File: config.mk
export PLATFORM = sky130hd
export DESIGN_NAME = sdlbp_bus_port
export DESIGN_NICKNAME = d
export VERILOG_FILES = /design/src/hdl/sdlbp_pkg.sv /design/src/hdl/sdlbp_sync.sv /design/src/hdl/sdlbp_bus_port.sv
export SDC_FILE = /design/constraint.sdc
export NUM_CORES = 1
export LEC_CHECK = 0
export CAP_MARGIN = 20
export CORE_ASPECT_RATIO = 1.75
export CORE_MARGIN = 3
export CORE_UTILIZATION = 37
export DETAILED_ROUTE_END_ITERATION = 6
export DONT_BUFFER_PORTS = 1
export GPL_TIMING_DRIVEN = 0
export PLACE_DENSITY = 0.51
export SYNTH_ARGS = -nofsm -noshare
export SYNTH_HDL_FRONTEND = slang
export SYNTH_SLANG_ARGS = --single-unit
File: constraint.sdc
create_clock -name clk -period 6.9 [get_ports clk]
set_input_delay 0.345 -clock clk [delete_from_list [all_inputs] [get_ports clk]]
set_output_delay 0.345 -clock clk [all_outputs]
set_load 0.005 [all_outputs]
File: src/hdl/sdlbp_pkg.sv
package sdlbp_pkg;
	// Bus and frame geometry
	localparam int DATA_W      = 16;
	localparam int CFG_W       = 3;
	localparam int FRAME_W     = 22;
	localparam int FRAME_PAIRS = 11;
	localparam int REPLY_PAIRS = 8;
	localparam int SYNC_W      = 30;
	// Frame field positions
	localparam int F_PRI = 19;
	localparam int F_SEC = 18;
	localparam int F_CD  = 17;
	localparam int F_DIR = 16;
	// Lane symbols
	localparam logic [1:0] LANE_START = 2'h0;
	localparam logic [1:0] LANE_IDLE  = 2'h3;
	// Timing, figures in ns, counts derived from the clock period
	localparam int CLK_PERIOD_NS  = 40;
	localparam int LANE_PERIOD_NS = 320;
	localparam int LANE_HALF_CYC  = LANE_PERIOD_NS / (2 * CLK_PERIOD_NS);
	localparam int STROBE_NS      = 160;
	localparam int STROBE_CYC     = (STROBE_NS + CLK_PERIOD_NS - 1) / CLK_PERIOD_NS;
	localparam int IDLE_NS        = 2560;
	localparam int IDLE_CYC       = IDLE_NS / CLK_PERIOD_NS;
	// Reset values of the synchronised pins: selects and strobes idle high, lanes idle
	localparam logic [SYNC_W-1:0] SYNC_INIT = 30'h07800030;
	typedef enum logic [2:0] {
		ST_IDLE,
		ST_SEND,
		ST_WAIT,
		ST_TAKE,
		ST_RECV,
		ST_REPLAY,
		ST_RETURN
	} sdlbp_state_t;
endpackage

File: src/hdl/sdlbp_sync.sv
`timescale 1ns/1ps
module sdlbp_sync #(
	parameter int           W    = 1,
	parameter logic [W-1:0] INIT = '0
) (
	input  wire logic         clk,
	input  wire logic         rst,
	input  wire logic [W-1:0] d,
	output logic      [W-1:0] q
);
	typedef struct packed {
		logic [W-1:0] s1;
		logic [W-1:0] s2;
	} sdlbp_sync_t;

	sdlbp_sync_t r;
	sdlbp_sync_t next_r;

	// First stage feeds only the second
	always_comb begin
		next_r    = r;
		next_r.s1 = d;
		next_r.s2 = r.s1;
	end

	always_ff @(posedge clk or posedge rst) begin
		if (rst) begin
			r <= {INIT, INIT};
		end else begin
			r <= next_r;
		end
	end

	assign q = r.s2;
endmodule

File: src/hdl/sdlbp_bus_port.sv
`timescale 1ns/1ps
// Behaviour
// - Role pin high makes the host end, low the display end.
// - Style pin high selects strobe pair, low enable plus direction.
// - Host end: sleep input low powers down lanes and lane clock.
// - Display end: sleep pin output high while link active, low asleep.
// - Display end holds enable output high in enable style.
// - Host: read strobe active low; read data driven while strobe and select low and the interrupt is set.
// - Display end drives read and write strobes active low.
// - Direction high means read, low means write, on both ends.
// - Host captures write data when write strobe or select rises first.
// - Two active-low selects address primary and secondary display.
// - Command/data select: high data, low command; reproduced at display end.
// - Host interrupt rises when read data ready, drops on second read.
// - Display end outputs a frequency reference clock only.
// - Config input sets host lane clock and display divisor.
// - Host drives lane clock; both ends drive and receive data lanes.
module sdlbp_bus_port (
	input  wire logic        clk,
	input  wire logic        rst,
	input  wire logic        role_host,
	input  wire logic        bus_style_strobe,
	input  wire logic        link_sleep_n_in,
	output logic             link_sleep_n_out,
	output logic             link_sleep_n_oe,
	input  wire logic        multi_fn_zero_in,
	output logic             multi_fn_zero_out,
	output logic             multi_fn_zero_oe,
	input  wire logic        multi_fn_one_in,
	output logic             multi_fn_one_out,
	output logic             multi_fn_one_oe,
	input  wire logic        primary_select_n_in,
	output logic             primary_select_n_out,
	output logic             primary_select_n_oe,
	input  wire logic        secondary_select_n_in,
	output logic             secondary_select_n_out,
	output logic             secondary_select_n_oe,
	input  wire logic        cmd_data_in,
	output logic             cmd_data_out,
	output logic             cmd_data_oe,
	input  wire logic [15:0] data_in,
	output logic      [15:0] data_out,
	output logic             data_oe,
	output logic             read_ready_irq,
	output logic             ref_clk_out,
	output logic             ref_clk_oe,
	input  wire logic [2:0]  synth_cfg,
	input  wire logic [1:0]  serial_lanes_in,
	output logic      [1:0]  serial_lanes_out,
	output logic             serial_lanes_oe,
	input  wire logic        serial_lane_clock_in,
	output logic             serial_lane_clock_out,
	output logic             serial_lane_clock_oe
);
	typedef struct packed {
		sdlbp_pkg::sdlbp_state_t st;
		logic [4:0]  div;
		logic [4:0]  cnt;
		logic [6:0]  act;
		logic [2:0]  refdiv;
		logic [21:0] sr;
		logic [15:0] rdata;
		logic [15:0] d_hold;
		logic [2:0]  hdr_hold;
		logic        is_read;
		logic        wr_prev;
		logic        rd_prev;
		logic        lclk_prev;
		logic        irq;
		logic        lclk;
		logic        lclk_oe;
		logic [1:0]  lanes;
		logic        lanes_oe;
		logic [15:0] bus;
		logic        bus_oe;
		logic        mf0;
		logic        mf1;
		logic        pri;
		logic        sec;
		logic        cd;
		logic        pins_oe;
		logic        sleep_o;
		logic        sleep_oe;
		logic        refclk;
		logic        refclk_oe;
	} sdlbp_core_t;

	localparam logic [6:0] IDLE_LIM = 7'(sdlbp_pkg::IDLE_CYC);

	sdlbp_core_t r;
	sdlbp_core_t next_r;
	logic [29:0] sync_q;
	logic        host, style, awake, s_mf0, s_mf1, s_pri, s_sec, s_cd, s_lclk;
	logic [15:0] s_data;
	logic [1:0]  s_lanes;
	logic [2:0]  s_cfg;
	logic        cs_low, rd_act, wr_act, rd_end, wr_end;
	logic        rise_own, fall_own, rise_rx, fall_rx, rx_dir;
	logic [4:0]  half;
	logic [21:0] frame_in;

	// Every pin from outside passes two flops before use
	sdlbp_sync #(
		.W    (sdlbp_pkg::SYNC_W),
		.INIT (sdlbp_pkg::SYNC_INIT)
	) u_sync (
		.clk (clk),
		.rst (rst),
		.d   ({role_host, bus_style_strobe, link_sleep_n_in, multi_fn_zero_in,
			multi_fn_one_in, primary_select_n_in, secondary_select_n_in, cmd_data_in,
			data_in, serial_lanes_in, serial_lane_clock_in, synth_cfg}),
		.q   (sync_q)
	);

	assign {host, style, awake, s_mf0, s_mf1, s_pri, s_sec, s_cd,
		s_data, s_lanes, s_lclk, s_cfg} = sync_q;

	// Cycle decode shared by both bus styles
	assign cs_low   = ~s_pri | ~s_sec;
	assign rd_act   = style ? (~s_mf0 & cs_low) : (s_mf0 & cs_low & s_mf1);
	assign wr_act   = style ? (~s_mf1 & cs_low) : (s_mf0 & cs_low & ~s_mf1);
	assign rd_end   = r.rd_prev & ~rd_act;
	assign wr_end   = r.wr_prev & ~wr_act;
	assign rise_rx  = s_lclk & ~r.lclk_prev;
	assign fall_rx  = ~s_lclk & r.lclk_prev;
	assign half     = 5'(sdlbp_pkg::LANE_HALF_CYC) + {2'h0, s_cfg};
	assign rise_own = host & awake & (r.div >= half - 5'h01) & ~r.lclk;
	assign fall_own = host & awake & (r.div >= half - 5'h01) & r.lclk;
	assign frame_in = {r.sr[19:0], s_lanes};
	assign rx_dir   = frame_in[sdlbp_pkg::F_DIR];

	always_comb begin
		next_r           = r;
		next_r.wr_prev   = wr_act;
		next_r.rd_prev   = rd_act;
		next_r.lclk_prev = s_lclk;
		// Pin directions follow the role
		next_r.pins_oe   = ~host;
		next_r.sleep_oe  = ~host;
		next_r.refclk_oe = ~host;
		next_r.lclk_oe   = host & awake;
		if (host) begin
			next_r.irq = r.irq;
			next_r.bus = r.rdata;
			next_r.bus_oe = r.irq & rd_act;
			if (wr_act | rd_act) begin
				next_r.d_hold   = s_data;
				next_r.hdr_hold = {s_pri, s_sec, s_cd};
			end
			if (!awake) begin
				next_r.st       = sdlbp_pkg::ST_IDLE;
				next_r.lclk     = 1'b0;
				next_r.lanes_oe = 1'b0;
				next_r.div      = 5'h00;
			end else begin
				// Lane clock divider; a larger setting only slows the link
				if (r.div >= half - 5'h01) begin
					next_r.div  = 5'h00;
					next_r.lclk = ~r.lclk;
				end else begin
					next_r.div = r.div + 5'h01;
				end
				if (wr_end && r.st == sdlbp_pkg::ST_IDLE) begin
					next_r.sr      = {2'h0, r.hdr_hold, 1'b0, r.d_hold};
					next_r.is_read = 1'b0;
					next_r.st      = sdlbp_pkg::ST_SEND;
					next_r.cnt     = 5'h00;
				end
				if (rd_end) begin
					if (r.irq) begin
						next_r.irq = 1'b0;
					end else if (r.st == sdlbp_pkg::ST_IDLE) begin
						next_r.sr      = {2'h0, r.hdr_hold, 1'b1, 16'h0000};
						next_r.is_read = 1'b1;
						next_r.st      = sdlbp_pkg::ST_SEND;
						next_r.cnt     = 5'h00;
					end
				end
				case (r.st)
					sdlbp_pkg::ST_IDLE: begin
						// Retake the lanes only on a rising edge, after the far end let go
						if (rise_own) begin
							next_r.lanes_oe = 1'b1;
							next_r.lanes    = sdlbp_pkg::LANE_IDLE;
						end
					end
					sdlbp_pkg::ST_SEND: begin
						if (fall_own) begin
							next_r.cnt = r.cnt + 5'h01;
							if (r.cnt == 5'h00) begin
								next_r.lanes = sdlbp_pkg::LANE_START;
							end else if (r.cnt <= 5'(sdlbp_pkg::FRAME_PAIRS)) begin
								next_r.lanes = r.sr[21:20];
								next_r.sr    = {r.sr[19:0], 2'h0};
							end else if (r.is_read) begin
								next_r.st       = sdlbp_pkg::ST_WAIT;
								next_r.lanes_oe = 1'b0;
							end else begin
								next_r.st    = sdlbp_pkg::ST_IDLE;
								next_r.lanes = sdlbp_pkg::LANE_IDLE;
							end
						end
					end
					sdlbp_pkg::ST_WAIT: begin
						if (fall_own && s_lanes == sdlbp_pkg::LANE_START) begin
							next_r.st  = sdlbp_pkg::ST_TAKE;
							next_r.cnt = 5'h00;
						end
					end
					sdlbp_pkg::ST_TAKE: begin
						if (fall_own) begin
							next_r.rdata = {r.rdata[13:0], s_lanes};
							next_r.cnt   = r.cnt + 5'h01;
							if (r.cnt == 5'(sdlbp_pkg::REPLY_PAIRS - 1)) begin
								next_r.irq = 1'b1;
								next_r.st  = sdlbp_pkg::ST_IDLE;
							end
						end
					end
					default: begin
						next_r.st = sdlbp_pkg::ST_IDLE;
					end
				endcase
			end
		end else begin
			next_r.irq  = 1'b0;
			next_r.lclk = 1'b0;
			// Link counted asleep once the lane clock stops
			next_r.act  = rise_rx ? 7'h00 : ((r.act == IDLE_LIM) ? r.act : r.act + 7'h01);
			next_r.sleep_o = (r.act != IDLE_LIM);
			// Reference clock divides by twice the setting plus two
			if (r.refdiv >= s_cfg) begin
				next_r.refdiv = 3'h0;
				next_r.refclk = ~r.refclk;
			end else begin
				next_r.refdiv = r.refdiv + 3'h1;
			end
			case (r.st)
				sdlbp_pkg::ST_RECV: begin
					if (r.act == IDLE_LIM) begin
						next_r.st = sdlbp_pkg::ST_IDLE;
					end else if (rise_rx) begin
						next_r.sr  = frame_in;
						next_r.cnt = r.cnt + 5'h01;
						if (r.cnt == 5'(sdlbp_pkg::FRAME_PAIRS - 1)) begin
							next_r.st      = sdlbp_pkg::ST_REPLAY;
							next_r.cnt     = 5'h00;
							next_r.is_read = rx_dir;
							next_r.pri     = frame_in[sdlbp_pkg::F_PRI];
							next_r.sec     = frame_in[sdlbp_pkg::F_SEC];
							next_r.cd      = frame_in[sdlbp_pkg::F_CD];
							next_r.mf0     = style ? ~rx_dir : 1'b1;
							next_r.mf1     = rx_dir;
							next_r.bus     = frame_in[15:0];
							next_r.bus_oe  = ~rx_dir;
						end
					end
				end
				sdlbp_pkg::ST_REPLAY: begin
					next_r.cnt = r.cnt + 5'h01;
					// Selects and strobes rise together: the display captures on that edge
					if (r.cnt == 5'(sdlbp_pkg::STROBE_CYC - 1)) begin
						next_r.pri    = 1'b1;
						next_r.sec    = 1'b1;
						next_r.mf0    = 1'b1;
						next_r.mf1    = 1'b1;
						next_r.bus_oe = 1'b0;
						next_r.cnt    = 5'h00;
						if (r.is_read) begin
							next_r.sr[15:0] = s_data;
							next_r.st       = sdlbp_pkg::ST_RETURN;
						end else begin
							next_r.st = sdlbp_pkg::ST_IDLE;
						end
					end
				end
				sdlbp_pkg::ST_RETURN: begin
					if (r.act == IDLE_LIM) begin
						next_r.st       = sdlbp_pkg::ST_IDLE;
						next_r.lanes_oe = 1'b0;
					end else if (fall_rx) begin
						next_r.cnt = r.cnt + 5'h01;
						if (r.cnt == 5'h00) begin
							next_r.lanes_oe = 1'b1;
							next_r.lanes    = sdlbp_pkg::LANE_START;
						end else if (r.cnt <= 5'(sdlbp_pkg::REPLY_PAIRS)) begin
							next_r.lanes = r.sr[15:14];
							next_r.sr    = {r.sr[19:0], 2'h0};
						end else begin
							next_r.lanes_oe = 1'b0;
							next_r.st       = sdlbp_pkg::ST_IDLE;
						end
					end
				end
				default: begin
					next_r.lanes_oe = 1'b0;
					next_r.st       = sdlbp_pkg::ST_IDLE;
					if (rise_rx && s_lanes == sdlbp_pkg::LANE_START) begin
						next_r.st  = sdlbp_pkg::ST_RECV;
						next_r.cnt = 5'h00;
					end
				end
			endcase
		end
	end

	// Idle bus: selects and strobes high, nothing driven
	always_ff @(posedge clk or posedge rst) begin
		if (rst) begin
			r     <= '0;
			r.st  <= sdlbp_pkg::ST_IDLE;
			r.mf0 <= 1'b1;
			r.mf1 <= 1'b1;
			r.pri <= 1'b1;
			r.sec <= 1'b1;
		end else begin
			r <= next_r;
		end
	end

	assign link_sleep_n_out       = r.sleep_o;
	assign link_sleep_n_oe        = r.sleep_oe;
	assign multi_fn_zero_out      = r.mf0;
	assign multi_fn_zero_oe       = r.pins_oe;
	assign multi_fn_one_out       = r.mf1;
	assign multi_fn_one_oe        = r.pins_oe;
	assign primary_select_n_out   = r.pri;
	assign primary_select_n_oe    = r.pins_oe;
	assign secondary_select_n_out = r.sec;
	assign secondary_select_n_oe  = r.pins_oe;
	assign cmd_data_out           = r.cd;
	assign cmd_data_oe            = r.pins_oe;
	assign data_out               = r.bus;
	assign data_oe                = r.bus_oe;
	assign read_ready_irq         = r.irq;
	assign ref_clk_out            = r.refclk;
	assign ref_clk_oe             = r.refclk_oe;
	assign serial_lanes_out       = r.lanes;
	assign serial_lanes_oe        = r.lanes_oe;
	assign serial_lane_clock_out  = r.lclk;
	assign serial_lane_clock_oe   = r.lclk_oe;
endmodule

# Word level (Yosys, flattened, before mapping)
# Index checks and enable logic that the tools add are counted.
# op_classes
bitwise	29
n_reduce_logical	34
mux	115
addsub	6
order_cmp	4
n_eq_ne	45
# ops
cell	count
22-bit 2-to-1 mux	18
5-bit 2-to-1 mux	17
16-bit 2-to-1 mux	5
3-bit 2-to-1 mux	26
16-bit case mux with 3 select lines	1
38-bit 2-to-1 mux	1
3-bit by 2-bit != test with 1-bit output, second input constant	9
1-bit 2-to-1 mux	26
4-bit != test, second input constant	6
20-bit 2-to-1 mux	1
4-bit by 3-bit != test with 1-bit output, second input constant	5
5-bit case mux with 2 select lines	2
2-bit 2-to-1 mux	9
6-bit AND reduction	3
9-bit AND reduction	2
5-bit case mux with 3 select lines	1
5-bit AND reduction	3
1-bit AND	14
7-bit 2-to-1 mux	2
1-bit NOT	13
2-bit != test, second input constant	6
3-bit != test, second input constant	4
3-bit case mux with 4 select lines	1
6-bit case mux with 2 select lines	1
other kinds (37)	57
# word_totals
in_bits	32
output_inout_bits	37
word_cells	264
reg_bits	175

# Logic depth before layout (Yosys ltp)
# Gate-level depths: netlist (run 1).
# logic_depth
ltp_word	18
ltp_mapped	12
depth_no_buf	10

# By module
# Synthesis (run 1) repeated with hierarchy kept, for this count alone.
# unflattened
cells_unflattened	702
area_unflattened_um2	7940.1
# by_module_without_submodules
module	cells_per_inst	n_inst	area_per_inst_um2	seq_area_each_um2
sdlbp_bus_port	641	1	6419.9	2882.8
sdlbp_sync	61	1	1520.2	1516.5

# Least setup slack after synthesis (run 1)
# OpenSTA, ideal clock, no wires.
# synth_timing
kind	reg-to-reg
start	register u_sync.r, in the netlist u_sync.q[0]
end	register r[56] (netlist name)
period_less_slack_ps	2712
slack_ps	4188
path_stages_with_launch	11
n_path_buf	2
setup_ps	125
t_arrival_ps	2588
t_required_ps	6775
path_cell_list	dfrtp_1 > inv_1 > ha_1 > xor2_1 > ha_1 > o21ai_0 > and2_1 > clkbuf_1 > nor4_2 > buf_4 > mux2_2
# synth_between
elab_chain_len	6
# synth_rtl
element	line_no	text
from (decl)	sdlbp_sync.sv:16	sdlbp_sync_t r;
from (signal assigned)	sdlbp_sync.sv:28	r <= {INIT, INIT};
from (signal assigned)	sdlbp_sync.sv:30	r <= next_r;
3-bit by 3-bit adder with 4-bit output	sdlbp_bus_port.sv:126	assign half = 5'(sdlbp_pkg::LANE_HALF_CYC) + {2'h0, s_cfg};
4-bit by 1-bit subtractor with 5-bit output	sdlbp_bus_port.sv:128	assign fall_own = host & awake & (r.div >= half - 5'h01) & r.lclk;
5-bit >= comparator	sdlbp_bus_port.sv:128	
1-bit AND (2 in series)	sdlbp_bus_port.sv:128	
4-bit AND reduction (no source line)	-	
to (signal assigned)	sdlbp_bus_port.sv:317	r <= next_r;
to (decl)	sdlbp_bus_port.sv:90	sdlbp_core_t r;
# Every way passes these cells.
# A chain may end at the register's enable or synchronous reset.

# Worst setup path in the final report (run 1)
# layout_timing
start	register u_sync.r, in the netlist u_sync.q[0]
end	register r[71] (netlist name)
# Same word-level chain as after synthesis.

==> results.cfg, run 1 <==
[power_and_ir_drop]
powerDensity_nw_per_um2 = 322
swShare = 0.331
p_int_mw = 1.93
vdd_drop_max_mv = 0.237
p_sw_uw = 958
clockPowerShare = 0.299
power.leakage_nw = 4.05
comb_power_share = 0.231
seqPwrFrac = 0.470

[route]
viasPerCell = 5.62
drt_iter0_drc = 421
first_pass_iters = 5
wl_per_cell_um = 20.3
final_antenna_net_count = 0
wl_um = 20200
drc = 0
vias = 5602

[cts]
clkLatencyLatePin_ns = 0.43
cts_tree = done
cts_buffers = 17
htreeDepth = 4
numClockSinks = 175
root_buffer = clkbuf_16
cts-resized-gates = 0
clockBufferDepth = 2
path_clk_slew_ns = 0.07
cts_setup_buffers = 0

[sta]
period_minus_slack_ns = 3.21
rsz0062_at_grt = no
finalHoldViolations = 0
whs_ns = 0.342
fin_skew_ns = 0.00889
drv_slew = 0
worstMarginPinSlew_ns = 0.983
fin_crit_sh = 0.465
fin_setup_tns_ns = 0
slew_headroom = 0.339
fmax_mhz = 312
setup-violations-final = 0

[finish]
fin_area_sq_um = 8970
layout.nets = 782
syn_to_final_growth_pct = 15.1
diodes = 0
drive_gt1_frac = 0.187

[logic_synthesis]
ys_seq_area_frac = 0.565
synth_xor_area_frac = 0.00899
synth_compound_area_frac = 0.161
syn-cell-area_sq_um = 7790
synth_top_area_share = 0.511
synthSimpleGateAreaFrac = 0.112
synthAdderAreaFrac = 0.0241
yosys_register_bits = 175
ys.flop_type = dfrtp_1
synth_top_family_by_area = compound AO/OA/AOI/OAI gates
syn_avg_cell_area_sq_um = 11.4
synth_edf_count = 0
ys_types = 70
synth_cells = 684
synthTopCellsByArea = dfrtp_1 (51%), mux2_2 (6.2%), dfstp_2 (5.4%)
synthMuxAreaShare = 0.0698
async_reset_ff_frac = 1.00
syn-num-nets = 731
yosysTopAreaCell = dfrtp_1
yosys_warnings = 0

[floorplan]
die_y_um = 198
ios = 69
die_area_sq_um = 22900
core_area_sq_um = 20500
start_util = 0.379
num_rows = 69
die_x_um = 116

[critical_path]
worstPathRequired_ns = 7.21
path_max_fanout = 10
cp_data_arrival_time_ns = 3.52
startpoint_type = register
endpoint_kind = register
worstSetupPathType = register to register

[global_routing]
grt_first_pass_wirelength_um = 32000
grt_pass1_vias = 5799
grt_max_degree = 98
gr-total-overflow = 0
grtUsageTotal = 0.184
grt_antenna_before_repair = 0

[status]
outcome = finished, final reports clean

[place]
place_area_sq_um = 8140
gp_congestion = 0.859
port_buffers = 0
dpl.hpwl_um = 14900

[run]
cap_violations = 0

[min_path]
hold_class = register to register
[state kept, by name, indices dropped and copies added, names as in the netlist, 2 cells and up]
name and flops:
u_sync.next_r 30, u_sync.q 30, r 64, serial_lanes_out 2, frame_in 20, data_out 16
[logic make-up (layout without fill, tap and decap cells)]
group                    count (synthesis)  in the layout
AO/OA/AOI/OAI                          176            176
XOR/XNOR                                 8              8
adder cells (fa/ha/maj)                 15             15
buffers and inverters                   92            156
flip-flops                             175            175
multiplexers                            49             49
AND/OR/NAND/NOR                        169            169
[worst paths after layout]
check	start	end	slack [ns]	cells after the start
max	u_sync.q[0]	r[71]	3.69	10
min	u_sync.next_r[12]	u_sync.q[12]	0.34	0
max reg2reg	u_sync.q[0]	r[71]	3.69	10
min reg2reg	u_sync.next_r[12]	u_sync.q[12]	0.34	0
max in group asynchronous	rst	u_sync.next_r[4]	5.49	3
min in group asynchronous	rst	u_sync.next_r[28]	0.51	2
[layout by cell type (no fill, tap or decap), types with 3 or more instances in the layout]
| cell | count |
|---|---|
| a21o_1 | 5 |
| a21oi_1 | 40 |
| a221o_1 | 4 |
| a221oi_1 | 11 |
| a222oi_1 | 16 |
| a22o_1 | 6 |
| a22oi_1 | 4 |
| a31oi_1 | 7 |
| a32o_1 | 6 |
| and2_1 | 3 |
| and3_1 | 10 |
| buf_1 | 3 |
| buf_2 | 9 |
| buf_4 | 25 |
| clkbuf_1 | 18 |
| clkbuf_16 | 17 |
| clkinv_2 | 5 |
| clkinvlp_4 | 3 |
| dfrtp_1 | 159 |
| dfstp_2 | 16 |
| dlygate4sd3_1 | 31 |
| ha_1 | 15 |
| inv_1 | 36 |
| inv_6 | 3 |
| mux2_2 | 43 |
| mux2i_1 | 6 |
| nand2_1 | 66 |
| nand2b_1 | 9 |
| nand3_1 | 12 |
| nor2_1 | 23 |
| nor2b_1 | 9 |
| nor3_1 | 12 |
| nor4_1 | 3 |
| o21ai_0 | 38 |
| o2bb2ai_1 | 15 |
| xnor2_1 | 3 |
| xor2_1 | 5 |
[metal layers]
layer  part of all wire  GRT usage  vias to the layer above
li1                   -          -                     2563
met1               0.37      0.202                     2808
met2               0.54      0.330                      183
met3              0.039     0.0315                       48
met4              0.047      0.105                        0
met5                  0          0                        -
[cells in the mapped netlist (9+ instances only)]
library cell	number
nand3_1	12
a221oi_1	11
buf_4	25
inv_1	37
a222oi_1	16
nor3_1	12
dfrtp_1	159
buf_2	9
nor2_1	23
mux2_2	43
nand2_1	66
nand2b_1	9
dfstp_2	16
and3_1	10
o2bb2ai_1	15
a21oi_1	40
nor2b_1	9
ha_1	15
clkbuf_1	16
o21ai_0	38
[layout make-up]
class	count	area [sq um]
inverter	37	146
tap	248	310
multi-input combinational	417	2930
clock inverter	13	91.3
fill	1995	11600
clock buffer	19	433
timing repair buffer	32	338
buffer	55	327
sequential	175	4400
[power by group through the flow]
stage,clock network (mW),registers (mW),logic (mW)
finish,0.865,1.36,0.667
detailed placement,0,1.38,0.652
CTS,0.897,1.36,0.670
global route,0.933,1.38,0.744
global placement,0,1.37,0.632
floorplan,0,1.30,0.499
[repair_timing]
action / CTS / global route
setup endpoints to repair: 0 / 0
hold buffers: 31 / 0
hold endpoints to repair: 104 / 0
[through the flow]
stage,total power [mW],utilization,worst slack [ns],instances
floorplan,1.80,-,1.84,684
global placement,2.00,0.394,0.0747,932
detailed placement,2.03,0.396,3.65,933
CTS,2.93,0.437,3.59,996
global route,3.05,0.437,3.42,996
finish,2.89,0.437,3.69,996
[worst max-delay path, cell delays in order (launching register included)]
cell and delay, ns:
dfrtp_1 0.37, inv_1 0.07, ha_1 0.20, xor2_1 0.15, ha_1 0.28, o21ai_0 0.10, and2_1 0.17, clkbuf_1 0.17
nor4_2 0.87, buf_4 0.35, mux2_2 0.35
(Power assumes the default switching activity.)
==> inputs of run 2 (changes only) <==
--- a/config.mk
+++ b/config.mk
@@ -12,7 +12,7 @@
 export DETAILED_ROUTE_END_ITERATION = 6
 export DONT_BUFFER_PORTS = 1
 export GPL_TIMING_DRIVEN = 0
-export PLACE_DENSITY = 0.51
+export PLACE_DENSITY = 0.53
 export SYNTH_ARGS = -nofsm -noshare
 export SYNTH_HDL_FRONTEND = slang
 export SYNTH_SLANG_ARGS = --single-unit
==> constraint.sdc (replaced) <==
create_clock -name clk -period 2.7 [get_ports clk]
set_input_delay 0.135 -clock clk [delete_from_list [all_inputs] [get_ports clk]]
set_output_delay 0.135 -clock clk [all_outputs]
set_load 0.005 [all_outputs]
==> run 2 against run 1 <==
  * First-iteration DRC count shrank 5.9%
  * Hold slack lost 0.088 ns
  * Final area grew 3.4%
  * Combinational power grew to 2.7 times the previous value
  * Largest cell class unchanged
  * Largest power group unchanged
==> results.cfg, run 2 (same netlist as run 1, synthesis figures left out) <==
[power_and_ir_drop]
powerDensity_nw_per_um2 = 832
p_total_mw = 7.72
comb_power_share = 0.234
clockPowerShare = 0.316
power.leakage_nw = 4.18
seqPwrFrac = 0.450
swShare = 0.323
p_sw_mw = 2.49
vdd_drop_max_mv = 0.643
p_int_mw = 5.23

[cts]
path_clk_slew_ns = 0.07
root_buffer = clkbuf_16
htreeDepth = 4
cts_buffers = 17
cts_tree = done
numClockSinks = 175
clkLatencyLatePin_ns = 0.43
clockBufferDepth = 2

[floorplan]
start_util = 0.379
core_area_sq_um = 20500
die_x_um = 116
num_rows = 69
ios = 69
die_y_um = 198
die_area_sq_um = 22900

[finish]
final_common_cell = dfrtp_1
largest_reg_flops = 64
final_cells = 1004
syn_to_final_growth_pct = 19.0
drive_gt1_frac = 0.222
top_register = r
final_cell_mix = dfrtp_1 (159), nand2_1 (66), mux2_2 (43), a21oi_1 (40), inv_1 (36)
layout.nets = 790
diodes = 0
fin_area_sq_um = 9280

[critical_path]
r2r_end = r[106]
worstSetupPathType = register to register
reg2reg_setup_slack_ns = 0.11
endpoint_kind = register
worst_r2r_startpoint = u_sync.q[0]
cp_data_arrival_time_ns = 2.90
startpoint_type = register
crit_buf_inv = 3
cp-endpoint = r[106]
worst-path-stages = 10
crit_path_max_incr_delay_ns = 0.46
cp_slowest_cell = o41ai_2
critical-path-top-delay-family = compound AO/OA/AOI/OAI gates
path_cells = inv_1, ha_1, ha_1, inv_1, o21a_2, buf_4, o41ai_2, o21ai_1, o21bai_1, o2bb2ai_1
setup.worst_path.start = u_sync.q[0]
path_max_fanout = 5
reg2regPathDepth = 10
worstPathRequired_ns = 3.01

[min_path]
hold_class = input port to register
min_path_cells = 1

[sta]
period_minus_slack_ns = 2.59
rsz0062_at_grt = no
setup_ws_ns = 0.107
finalHoldViolations = 0
fin_crit_sh = 0.960
setup-violations-final = 0
slew_headroom = 0.455
worstMarginPinSlew_ns = 0.811
drv_slew = 0
fin_skew_ns = 0.0109
fmax_mhz = 386
fin_setup_tns_ns = 0

[place]
dp_slack_ns = -0.382
dpl.hpwl_um = 14800
port_buffers = 0
gp_congestion = 0.848
place_area_sq_um = 8200
dp_cells = 936

[global_routing]
gr-total-overflow = 0
grt_max_degree = 43
grt_pass1_vias = 5883
grt_first_pass_wirelength_um = 31900
grt_antenna_before_repair = 0
grtUsageTotal = 0.183

[route]
vias = 5554
wl_um = 19900
viasPerCell = 5.53
drc = 0
drt_iter0_drc = 396
wl_per_cell_um = 19.8
final_antenna_net_count = 0
first_pass_iters = 7

[status]
outcome = finished, final reports clean

[run]
cap_violations = 0
run 2: metal layers:
metal	vias to the layer above	share of wire	global-route usage
li1	2585	-	-
met1	2781	0.38	0.204
met2	150	0.55	0.331
met3	38	0.034	0.0336
met4	0	0.032	0.0852
met5	-	0	0
run 2: how the worst min path moves through the flow:
| stage | from | endpoint |
|---|---|---|
| floorplan | secondary_select_n_in | u_sync.next_r[23] |
| global placement | multi_fn_one_in | u_sync.next_r[25] |
| detailed placement | rst | u_sync.next_r[27] |
| CTS | multi_fn_zero_in | u_sync.next_r[26] |
| global route | serial_lanes_in[1] | u_sync.next_r[5] |
| finish | serial_lanes_in[1] | u_sync.next_r[5] |
run 2: repair_timing:
item / CTS / global route
endpoints found under the setup margin: 55 / 33
buffers inserted: 5 / 1
pin swaps: 2 / 1
resized for setup: 13 / 19
endpoints found under the hold margin: 56 / 0
hold buffers: 31 / 0
run 2: power groups by stage:
stage	Sequential, mW	Combinational, mW	Clock [mW]
2_1_floorplan	3.33	1.28	0
3_3_place_gp	3.50	1.61	0
3_5_place_dp	3.51	1.67	0
4_1_cts	3.46	1.76	2.52
5_1_grt	3.53	2.01	2.62
6_report	3.47	1.80	2.44
run 2: cell type report:
cell class                      instances  area [sq um]
Sequential cell                       175          4400
Fill cell                            1903         11300
Buffer                                 54           329
Clock inverter                         10           129
Clock buffer                           22           454
Inverter                               37           143
Tap cell                              248           310
Timing Repair Buffer                   41           435
Multi-Input combinational cell        417          3080
run 2: metrics by stage:
step / utilization / hold WS, ns
floorplan: - / 0.139
global placement: 0.395 / 0.140
detailed placement: 0.399 / 0.117
CTS: 0.446 / 0.227
global route: 0.451 / 0.231
finish: 0.451 / 0.253
==> inputs of run 3 (changes only) <==
--- a/config.mk
+++ b/config.mk
@@ -13,6 +13,7 @@
 export DONT_BUFFER_PORTS = 1
 export GPL_TIMING_DRIVEN = 0
 export PLACE_DENSITY = 0.53
+export SETUP_SLACK_MARGIN = 0.3
 export SYNTH_ARGS = -nofsm -noshare
 export SYNTH_HDL_FRONTEND = slang
 export SYNTH_SLANG_ARGS = --single-unit
==> run 3 against run 2 <==
  * Power up 4.6%
  * Sequential power up 1%
  * Flip-flop and latch count unchanged
  * Register-to-register slack gained 0.21 ns
  * Critical path depth up 2
  * Critical path type unchanged
==> results.cfg, run 3 (same netlist as run 1, synthesis figures left out) <==
[finish]
fin_area_sq_um = 10000
diodes = 0
syn_to_final_growth_pct = 28.9
final_cell_mix = dfrtp_1 (157), nand2_1 (63), buf_4 (51), a21oi_1 (36), dlygate4sd3_1 (31)
top_register = r
final_common_cell = dfrtp_1
final_cells = 1037
drive_gt1_frac = 0.333
layout.nets = 823
largest_reg_flops = 64
fill_cells = 1870
final_util = 0.489

[place]
port_buffers = 0
place_area_sq_um = 8210
gp_congestion = 0.844
dp_cells = 936
dpl.hpwl_um = 14900

[power_and_ir_drop]
clockPowerShare = 0.293
seqPwrFrac = 0.435
vdd_drop_max_mv = 0.732
powerDensity_nw_per_um2 = 804
comb_power_share = 0.273
power.leakage_nw = 4.48
p_int_mw = 5.35
p_sw_mw = 2.72
swShare = 0.337

[cts]
clkLatencyLatePin_ns = 0.44
cts_tree = done
cts_buffers = 17
path_clk_slew_ns = 0.06
numClockSinks = 175
htreeDepth = 4
clockBufferDepth = 2
root_buffer = clkbuf_16

[floorplan]
ios = 69
die_area_sq_um = 22900
die_x_um = 116
start_util = 0.379
core_area_sq_um = 20500
num_rows = 69
die_y_um = 198

[sta]
fmax_mhz = 420
fin_crit_sh = 0.882
worstMarginPinSlew_ns = 0.751
rsz0062_at_grt = yes
drv_slew = 0
fin_setup_tns_ns = 0
setup-violations-final = 0
fin_skew_ns = 0.0164
slew_headroom = 0.495
whs_ns = 0.249
period_minus_slack_ns = 2.38
finalHoldViolations = 0

[status]
outcome = finished, final reports clean

[min_path]
hold_class = input port to register

[critical_path]
reg2reg_setup_slack_ns = 0.32
startpoint_type = register
worstSetupPathType = register to register
worstPathRequired_ns = 3.02
cp_data_arrival_time_ns = 2.70
path_max_fanout = 7
endpoint_kind = register

[route]
vias = 5796
viasPerCell = 5.59
first_pass_iters = 5
drc = 0
wl_um = 21200
wl_per_cell_um = 20.4
final_antenna_net_count = 0
drt_iter0_drc = 468

[global_routing]
grtUsageTotal = 0.191
grt_use_met2 = 0.343
grt_first_pass_wirelength_um = 33200
grt_antenna_before_repair = 0
gr-total-overflow = 0
grt_pass1_vias = 6085
busiest_layer = met2
grt_util_met1 = 0.211
gr-usage-met3 = 0.0291
grt_max_degree = 46

[run]
cap_violations = 0
run 3: cell types whose count changed in the layout (fill, tap and decap cells not counted), moves of 5 or more:
cell	delta
buf_4	+19
mux2_2	-16
mux2_4	+16
clkbuf_1	-13
clkbuf_2	+9
ha_1	-8
ha_4	+7
buf_6	+6
inv_1	-6
inv_2	+6
buf_8	+5
clkinv_2	+5
o21ai_0	-5
run 3: cell type report:
| type | count | area [sq um] | share of cell area |
|---|---|---|---|
| multi-input combinational | 417 | 3490 | 0.347 |
| buffer | 55 | 385 | 0.0384 |
| tap | 248 | 310 | 0.0309 |
| sequential | 175 | 4400 | 0.438 |
| inverter | 37 | 143 | 0.0142 |
| timing repair buffer | 73 | 759 | 0.0756 |
| clock buffer | 17 | 425 | 0.0423 |
| clock inverter | 15 | 133 | 0.0132 |
run 3: worst max-delay path, stage by stage (launching register included):
cell and delay (ns):
dfrtp_1 0.39, inv_2 0.07, ha_4 0.16, xor2_2 0.16
ha_4 0.29, o21ai_4 0.06, and2_4 0.14, buf_8 0.13
buf_6 0.11, nor4_4 0.11, buf_4 0.19, buf_8 0.15
mux2_4 0.31
run 3: worst paths after layout:
| path | start | cells past startpoint | to |
|---|---|---|---|
| worst max-delay path | u_sync.q[1] | 12 | r[68] |
| worst min-delay path | primary_select_n_in | 1 | u_sync.next_r[24] |
| worst max register to register | u_sync.q[1] | 12 | r[68] |
| worst min register to register | u_sync.next_r[28] | 0 | u_sync.q[28] |
| max in group asynchronous | rst | 5 | u_sync.q[5] |
| min in group asynchronous | rst | 2 | r[103] |
run 3: power by group through the flow:
| stage | clock network (mW) | registers [mW] | logic (mW) |
|---|---|---|---|
| 5_1_grt | 2.54 | 3.56 | 2.42 |
| 4_1_cts | 2.44 | 3.48 | 1.90 |
| 3_5_place_dp | 0 | 3.51 | 1.68 |
| 2_1_floorplan | 0 | 3.33 | 1.28 |
| 6_report | 2.36 | 3.51 | 2.20 |
| 3_3_place_gp | 0 | 3.50 | 1.61 |
run 3: stage by stage:
step	setup slack [ns]	power (mW)
global route	0.231	8.53
global placement	-0.543	5.11
finish	0.319	8.08
CTS	0.211	7.81
floorplan	0.260	4.61
detailed placement	-0.375	5.19
run 3: timing repair:
action / in CTS / in global routing
pin swaps: 15 / 32
resized for setup: 81 / 75
endpoints found under the hold margin: 56 / 0
hold buffers: 31 / 0
endpoints found under the setup margin: 72 / 73
cloned: 1 / 1
buffers inserted: 18 / 18
run 3: layer usage:
metal | part of all wire | vias to the layer above
li1 | - | 2659
met2 | 0.55 | 172
met5 | 0 | -
met1 | 0.36 | 2909
met4 | 0.045 | 0
met3 | 0.036 | 56
